File: src/sgps_pkg.sv
// Shared constants and carrier types for the sine generator sequencer.
// Assumes a single 100 MHz system clock and no software register access.
package sgps_pkg;

    // ------------------------------------------------------------
    // Clocking and update rate
    // ------------------------------------------------------------
    localparam int CLK_HZ = 100_000_000;
    // Output update rate (master 12 MHz divided by four)
    localparam int UPDATE_HZ = 3_000_000;
    // Longest period rounds down to whole cycles
    localparam int UPDATE_DIV = CLK_HZ / UPDATE_HZ;

    // ------------------------------------------------------------
    // Frequency word and phase
    // ------------------------------------------------------------
    localparam int WORD_W = 16;
    // Highest output frequency in Hz; one word step is 1 Hz
    localparam logic [15:0] MAX_WORD = 16'hC350;
    localparam int ACC_W = 22;
    // One full cycle equals UPDATE_HZ accumulator counts: 1 Hz steps
    localparam logic [21:0] ACC_MOD = 22'h2D_C6C0;
    localparam logic [21:0] ACC_HALF = 22'h16_E360;
    // Maps one full cycle of counts onto the whole binary phase range
    localparam logic [63:0] PHASE_SCALE = 64'h0000_0000_0059_7A7E;

    // ------------------------------------------------------------
    // Output sample
    // ------------------------------------------------------------
    localparam int SAMPLE_W = 12;
    // Held level next to zero, roughly peak over 256
    localparam logic [11:0] HOLD_OFS = 12'h004;

    // ------------------------------------------------------------
    // Tri-level stop pin encoding
    // ------------------------------------------------------------
    localparam logic [1:0] STOP_AT_VSS = 2'b00;
    localparam logic [1:0] STOP_MID = 2'b01;
    localparam logic [1:0] STOP_AT_VDD = 2'b10;

    typedef enum logic [1:0] {
        SGPS_RUN,
        SGPS_ARMED,
        SGPS_FROZEN
    } sgps_state_t;

    // Generator status as seen at the pins
    typedef struct packed {
        logic frozen;
        logic armed;
        logic powered_down;
    } sgps_status_t;

endpackage : sgps_pkg

File: src/sgps_top.sv
// Sine generator core with stop-at-zero-crossing hold and resume.
// Assumes the controller drives the serial word, the transfer strobe
// and the tri-level stop pin; all of them are asynchronous pins.
//
// Summary of operation
// - Hold needs stop low, zero word, strobe high
// - Run on to next crossing, then freeze
// - Nonzero latched word resumes from stop point
// - After 1.5 periods output rests near zero
// - Output updates on divided reference clock enable
// - 16-bit word, up to 50 kHz, 1 Hz steps
`timescale 1ns/1ps
module sgps_top #(
    parameter int UPD_DIV = sgps_pkg::UPDATE_DIV
) (
    // Clock and reset
    input wire logic SYS_CLK_IN,
    input wire logic NRST_IN,
    // Serial frequency shift register pins
    input wire logic SHIFT_CLK_IN,
    input wire logic SHIFT_DATA_IN,
    // Strobe and tri-level stop pins
    input wire logic TRANSFER_STROBE_IN,
    input wire logic [1:0] TRI_LEVEL_STOP_PIN_IN,
    // Generator output
    output logic signed [11:0] SINE_OUT,
    output logic UPDATE_OUT,
    output sgps_pkg::sgps_status_t STATUS_OUT
);

    // ------------------------------------------------------------
    // Pin synchronisers
    // ------------------------------------------------------------
    logic [4:0] meta;
    logic [4:0] sync;
    logic shift_clk_d;

    // Two flops per pin; only the second stage is read by logic
    always_ff @(posedge SYS_CLK_IN) begin
        if (!NRST_IN) begin
            meta <= 5'h00;
            sync <= 5'h00;
            shift_clk_d <= 1'b0;
        end else begin
            meta <= {TRI_LEVEL_STOP_PIN_IN, TRANSFER_STROBE_IN,
                     SHIFT_DATA_IN, SHIFT_CLK_IN};
            sync <= meta;
            shift_clk_d <= sync[0];
        end
    end

    logic shift_edge;
    logic strobe;
    logic [1:0] stop_lvl;
    assign shift_edge = sync[0] & ~shift_clk_d;
    assign strobe = sync[2];
    assign stop_lvl = sync[4:3];

    // ------------------------------------------------------------
    // Shift register and data latch
    // ------------------------------------------------------------
    logic [15:0] shift_word;
    logic [15:0] latch_word;
    logic strobe_d;
    logic strobe_fall;
    logic loaded;

    // Serial word, most significant bit first
    always_ff @(posedge SYS_CLK_IN) begin
        if (!NRST_IN) begin
            shift_word <= 16'h0000;
        end else if (shift_edge) begin
            shift_word <= {shift_word[14:0], sync[1]};
        end
    end

    // Strobe fall transfers the word; shifting under a high strobe
    // stays invisible, so the fall alone times each start
    always_ff @(posedge SYS_CLK_IN) begin
        if (!NRST_IN) begin
            strobe_d <= 1'b0;
            latch_word <= 16'h0000;
            loaded <= 1'b0;
        end else begin
            strobe_d <= strobe;
            loaded <= strobe_fall && (shift_word != 16'h0000);
            if (strobe_fall) begin
                latch_word <= shift_word;
            end
        end
    end
    assign strobe_fall = strobe_d & ~strobe;

    // ------------------------------------------------------------
    // Update rate divider
    // ------------------------------------------------------------
    logic [7:0] div_cnt;
    logic upd;

    always_ff @(posedge SYS_CLK_IN) begin
        if (!NRST_IN) begin
            div_cnt <= 8'h00;
        end else if (div_cnt == 8'(UPD_DIV - 1)) begin
            div_cnt <= 8'h00;
        end else begin
            div_cnt <= div_cnt + 8'h01;
        end
    end
    assign upd = (div_cnt == 8'(UPD_DIV - 1));

    // ------------------------------------------------------------
    // Hold sequencing
    // ------------------------------------------------------------
    sgps_pkg::sgps_state_t state;
    sgps_pkg::sgps_state_t next_state;
    logic hold_cond;
    logic pdown;
    logic [15:0] run_word;
    logic [21:0] acc;
    logic [21:0] next_acc;
    logic [22:0] sum;
    logic wrap;
    logic cross_half;
    logic hold_neg;

    assign hold_cond = (stop_lvl == sgps_pkg::STOP_AT_VSS)
        && (shift_word == 16'h0000) && strobe;
    assign pdown = (stop_lvl == sgps_pkg::STOP_AT_VDD);

    // word clamped to the top output frequency
    always_ff @(posedge SYS_CLK_IN) begin
        if (!NRST_IN) begin
            run_word <= 16'h0000;
        end else if (latch_word > sgps_pkg::MAX_WORD) begin
            run_word <= sgps_pkg::MAX_WORD;
        end else if (latch_word != 16'h0000 || state == sgps_pkg::SGPS_RUN)
        begin
            run_word <= latch_word;
        end
    end

    // Phase step and crossing detection; no divider needed
    always_comb begin
        sum = {1'b0, acc} + {7'h00, run_word};
        wrap = (sum >= {1'b0, sgps_pkg::ACC_MOD});
        cross_half = (acc < sgps_pkg::ACC_HALF)
            && (sum >= {1'b0, sgps_pkg::ACC_HALF});
        if (wrap) begin
            next_acc = 22'(sum - {1'b0, sgps_pkg::ACC_MOD});
        end else begin
            next_acc = sum[21:0];
        end
    end

    // State transitions
    always_comb begin
        next_state = state;
        case (state)
            sgps_pkg::SGPS_RUN: begin
                if (hold_cond) begin
                    next_state = sgps_pkg::SGPS_ARMED;
                end
            end
            sgps_pkg::SGPS_ARMED: begin
                if (upd && !pdown && (wrap || cross_half)) begin
                    next_state = sgps_pkg::SGPS_FROZEN;
                end
            end
            sgps_pkg::SGPS_FROZEN: begin
                // new nonzero word releases the hold
                if (loaded) begin
                    next_state = sgps_pkg::SGPS_RUN;
                end
            end
            default: next_state = sgps_pkg::SGPS_RUN;
        endcase
    end

    always_ff @(posedge SYS_CLK_IN) begin
        if (!NRST_IN) begin
            state <= sgps_pkg::SGPS_RUN;
        end else begin
            state <= next_state;
        end
    end

    // Accumulator: parks exactly on the crossing so resume continues
    always_ff @(posedge SYS_CLK_IN) begin
        if (!NRST_IN) begin
            acc <= 22'h00_0000;
            hold_neg <= 1'b0;
        end else if (upd && !pdown && state != sgps_pkg::SGPS_FROZEN) begin
            if (state == sgps_pkg::SGPS_ARMED && wrap) begin
                acc <= 22'h00_0000;
                hold_neg <= 1'b0;
            end else if (state == sgps_pkg::SGPS_ARMED && cross_half) begin
                acc <= sgps_pkg::ACC_HALF;
                hold_neg <= 1'b1;
            end else begin
                acc <= next_acc;
            end
        end
    end

    // ------------------------------------------------------------
    // Output shaping
    // ------------------------------------------------------------
    logic [63:0] ph_prod;
    logic [21:0] phase;
    logic signed [11:0] shaped;

    // Scale accumulator to a binary fraction of a cycle
    assign ph_prod = {42'h0, acc} * sgps_pkg::PHASE_SCALE;
    assign phase = ph_prod[43:22];

    sgps_shaper #(
        .PH_W(sgps_pkg::ACC_W),
        .OUT_W(sgps_pkg::SAMPLE_W)
    ) u_shaper (
        .clk(SYS_CLK_IN),
        .nrst(NRST_IN),
        .phase(phase),
        .sample(shaped)
    );

    // frozen output rests just beside zero
    always_ff @(posedge SYS_CLK_IN) begin
        if (!NRST_IN) begin
            SINE_OUT <= 12'sh000;
        end else if (pdown) begin
            SINE_OUT <= 12'sh000;
        end else if (state == sgps_pkg::SGPS_FROZEN) begin
            SINE_OUT <= hold_neg ? -$signed(sgps_pkg::HOLD_OFS)
                                 : $signed(sgps_pkg::HOLD_OFS);
        end else begin
            SINE_OUT <= shaped;
        end
    end

    // Status pins and update tick
    always_ff @(posedge SYS_CLK_IN) begin
        if (!NRST_IN) begin
            STATUS_OUT <= '0;
            UPDATE_OUT <= 1'b0;
        end else begin
            STATUS_OUT.frozen <= (state == sgps_pkg::SGPS_FROZEN);
            STATUS_OUT.armed <= (state == sgps_pkg::SGPS_ARMED);
            STATUS_OUT.powered_down <= pdown;
            UPDATE_OUT <= upd;
        end
    end

    // ------------------------------------------------------------
    // Assertions
    // ------------------------------------------------------------
    // Delay from the second checked idle cycle to the next enable
    localparam int A_GAP = UPD_DIV - 2;
endmodule : sgps_top

File: src/sgps_shaper.sv
// Sine shaper: turns a phase into a signed sample, registered.
// Assumes phase updates on the same clock; parabolic approximation.
`timescale 1ns/1ps
module sgps_shaper #(
    parameter int PH_W = 22,
    parameter int OUT_W = 12
) (
    // Clock and reset
    input wire logic clk,
    input wire logic nrst,
    // Phase in, sample out
    input wire logic [PH_W-1:0] phase,
    output logic signed [OUT_W-1:0] sample
);

    logic [PH_W-2:0] frac;
    logic [PH_W-1:0] rest;
    logic [2*PH_W-1:0] prod;
    logic [OUT_W-1:0] mag;

    // Half-cycle parabola 4q(1-q): cheap, about 6% off a true sine
    always_comb begin
        frac = phase[PH_W-2:0];
        rest = {1'b1, {(PH_W-1){1'b0}}} - {1'b0, frac};
        prod = {{(PH_W+1){1'b0}}, frac} * {{PH_W{1'b0}}, rest};
        mag = {1'b0, prod[2*PH_W-4 -: OUT_W-1]};
    end

    // Registered sample; upper half of the cycle is negative
    always_ff @(posedge clk) begin
        if (!nrst) begin
            sample <= '0;
        end else if (phase[PH_W-1]) begin
            sample <= -$signed(mag);
        end else begin
            sample <= $signed(mag);
        end
    end

endmodule : sgps_shaper

File: config.mk
export PLATFORM = sky130hd
export DESIGN_NAME = sgps_top
export DESIGN_NICKNAME = d
export VERILOG_FILES = /design/src/sgps_pkg.sv /design/src/sgps_top.sv /design/src/sgps_shaper.sv
export SDC_FILE = /design/constraint.sdc
export NUM_CORES = 2
export LEC_CHECK = 0
export BUFFER_PORTS_ARGS = -buffer_cell sky130_fd_sc_hd__buf_2
export CAP_MARGIN = 20
export CORE_MARGIN = 4
export CORE_UTILIZATION = 57
export CTS_BUF_LIST = sky130_fd_sc_hd__clkbuf_8
export CTS_CLUSTER_DIAMETER = 80
export DETAILED_ROUTE_END_ITERATION = 10
export GPL_ROUTABILITY_DRIVEN = 0
export PLACE_DENSITY = 0.76
export SLEW_MARGIN = 15
export SYNTH_ARGS = -nofsm -noshare
export SYNTH_HDL_FRONTEND = slang
export SYNTH_SLANG_ARGS = --single-unit
File: constraint.sdc
create_clock -name SYS_CLK_IN -period 15.3 [get_ports SYS_CLK_IN]
set_input_delay 1.53 -clock SYS_CLK_IN [delete_from_list [all_inputs] [get_ports SYS_CLK_IN]]
set_output_delay 1.53 -clock SYS_CLK_IN [all_outputs]
set_load 0.01 [all_outputs]
==> flow_summary.json <==
{
  "firstDrtPassIters": 5,
  "clkPwrFrac_pct": 45.4,
  "report.final.slew_viol_count": 0,
  "drt-wirelength-per-cell_um": 17.2,
  "synth_warnings": 0,
  "crit_type": "flip-flop to flip-flop",
  "cts_tree": "done",
  "slowest_stage": "fa_1",
  "max_freq_ghz": 0.0678,
  "netlist_area_um2": 30200,
  "timing.hold.ws_ns": 0.410,
  "switching_power_mw": 0.179,
  "yosysTopAreaCell": "fa_1",
  "cts_sinks": 122,
  "p_total_mw": 0.683,
  "comb_power_share_pct": 7.1,
  "grt_max_degree": 53,
  "pwr-share-seq_pct": 47.5,
  "final.period_utilization_pct": 96.4,
  "overflow": 0,
  "crit_buf_inv": 8,
  "p_leak_nw": 17.1,
  "ir_worst_vdd_mv": 0.0553,
  "ys_ff_latch": 122,
  "port_buffers": 22,
  "syn_inst": 3343,
  "cts_buffers": 17,
  "dp_hpwl_um": 60000,
  "fin_util_pct": 61.5,
  "clk_path_buf_depth": 2,
  "async_flop_share_pct": 0,
  "synth_seq_area_share_pct": 8.09,
  "syn_to_final_growth_pct": 6.81,
  "rows": 84,
  "die_x_um": 238,
  "start_util_pct": 57.6,
  "tightest_slew_ns": 1.04,
  "ys.flop_type": "dfxtp_1",
  "grt_pass1_wl_um": 119000,
  "die_y_um": 238,
  "grt_antenna_before_repair": 0,
  "synth_edf_count": 0,
  "cts_hold_buf": 0,
  "io_pins": 23,
  "crit_arrival_ns": 15.13,
  "setup_viol_count_final": 0,
  "avgSynthCellArea_um2": 9.03,
  "swShare_pct": 26.2,
  "start_kind": "flip-flop",
  "final_antenna_net_count": 0,
  "synth_area_leaders": "fa_1 (40%), ha_1 (17%), inv_1 (10%)",
  "cp_data_required_time_ns": 15.68,
  "cp_max_fo": 8,
  "worstSetupEndpointType": "flip-flop",
  "p_int_mw": 0.504,
  "vias": 22232,
  "drt_iter0_markers": 1314,
  "diodes": 0,
  "min-delay-path-class": "flip-flop to flip-flop",
  "status": "completed",
  "cellPowerDensity_nw_per_um2": 21.2,
  "cp_slowest_stage_delay_ns": 0.61,
  "totalWireLength_um": 70400,
  "clock_skew_ns": 0.0229,
  "maxCapViolCount": 0,
  "hold_viol_final": 0,
  "worstSkewPairLatency_ns": 0.46,
  "critical-path-top-delay-family": "adder cells",
  "fin_crit_ns": 14.75,
  "yosysTopAreaCellShare_pct": 39.7,
  "die-area_um2": 56700,
  "core_area_um2": 52400,
  "layout.nets": 4396,
  "root_buffer": "clkbuf_8",
  "crit_top_cell": "fa_1",
  "viasPerCell": 5.43,
  "cts-htree-levels": 4,
  "drc_errors": 0,
  "groute.usage.overall_pct": 25.9,
  "grt_pass1_vias": 23163,
  "drive_gt1_share_pct": 8.75,
  "clk_pin_slew_worst_paths_ns": 0.09,
  "synthDistinctLibCells": 86,
  "max_slew_margin_pct": 30.4
}
final timing paths:
| check | from | endpoint | slack (ns) | depth (start not counted) |
|---|---|---|---|---|
| setup reg to reg | acc[15] | u_shaper.sample[6] | 0.55 | 50 |
| hold / removal | loaded | state[1] | 0.41 | 1 |
| hold reg to reg | loaded | state[1] | 0.41 | 1 |
| setup / recovery | acc[15] | u_shaper.sample[6] | 0.55 | 50 |
worst reg2reg max path: cells and delay by family (launching register included):
kind	cells	cell delay, ns
fa+ha+maj	18	8.21
simple gates	10	2.54
compound gates	12	2.32
buf+inv	8	0.79
xor+xnor	2	0.43
flops	1	0.36
Yosys cell counts (all sizes together) (26+ instances only):
master and count:
clkbuf 102, nor2 319, nand2 151, a21oi 126
and2 26, inv 813, o21ai 52, dfxtp 122
nand3 38, xor2 28, nand2b 135, xnor2 45
fa 598, nor3 26, or2 61, a21o 35
ha 400
state kept, by name (all words and copies together), names as in the netlist:
signal / count
strobe_d: 1
run_word: 16
shift_word: 16
latch_word: 16
acc: 22
meta: 5
UPDATE_OUT: 1
shift_clk_d: 1
sync: 5
state: 2
div_cnt: 8
hold_neg: 1
SINE_OUT: 12
STATUS_OUT: 3
loaded: 1
u_shaper.sample: 12
cell type report:
class / instances / area, um^2
Clock buffer: 17 / 234
Clock inverter: 15 / 190
Fill cell: 4419 / 20200
Inverter: 816 / 3070
Multi-Input combinational cell: 2302 / 24500
Sequential cell: 122 / 2440
Tap cell: 688 / 861
Timing Repair Buffer: 132 / 935
routing by layer:
metal  GRT usage [%]  wire length [um]  vias up
li1                -                 -    10333
met1            35.3             29500    11151
met2            43.8             34800      653
met3            4.81              4630       95
met4            5.51              1470        0
met5               0                 0        -
metrics by stage:
step	setup slack [ns]	cell area [um^2]	cells	TNS (ns)
final	0.547	32200	4092	0
after global routing	-0.0806	32200	4092	-0.193
after CTS	0.00862	31900	4076	0
after detailed placement	0.0330	31500	4044	0
after global placement	0.208	31500	4044	0
after floorplan	0.352	30200	3360	0
placed cells by master, fill, tap and decap left out, types with 10 or more instances in the layout:
cell type	n
a21o_1	35
a21oi_1	122
a22oi_1	11
and2_1	25
and3_1	10
buf_2	23
buf_4	107
clkbuf_8	17
conb_1	19
dfxtp_1	120
fa_1	598
ha_1	392
inv_1	807
nand2_1	148
nand2b_1	135
nand3_1	38
nand4_1	13
nor2_1	317
nor2b_1	15
nor3_1	24
nor4_1	10
o211ai_1	17
o21a_1	14
o21ai_0	50
or2_2	61
xnor2_1	39
xor2_1	26
power groups by stage:
stage          clock (mW)  sequential, mW  combinational, mW
4_1_cts             0.313           0.325             0.0477
3_5_place_dp            0           0.332             0.0471
5_1_grt             0.324           0.325             0.0555
3_3_place_gp            0           0.332             0.0464
2_1_floorplan           0           0.332             0.0343
6_report            0.310           0.324             0.0485
timing repair:
item	4_1_cts	5_1_grt
pin swaps	0	18
setup buffers	0	15
endpoints found under the setup margin	1	11
resized for setup	1	46
gates cloned	0	1
logic make-up after synthesis:
| kind of cell | share of synthesized area [%] |
|---|---|
| AOI/OAI and AO/OA | 7.79 |
| xor gates and xnor gates | 2.12 |
| adders and majority gates | 56.2 |
| buffers and inverters | 11.7 |
| DFF | 8.09 |
| muxes | 0.315 |
| other | 0.0249 |
| and+or+nand+nor | 13.7 |
Power figures use the tool's default switching activity.
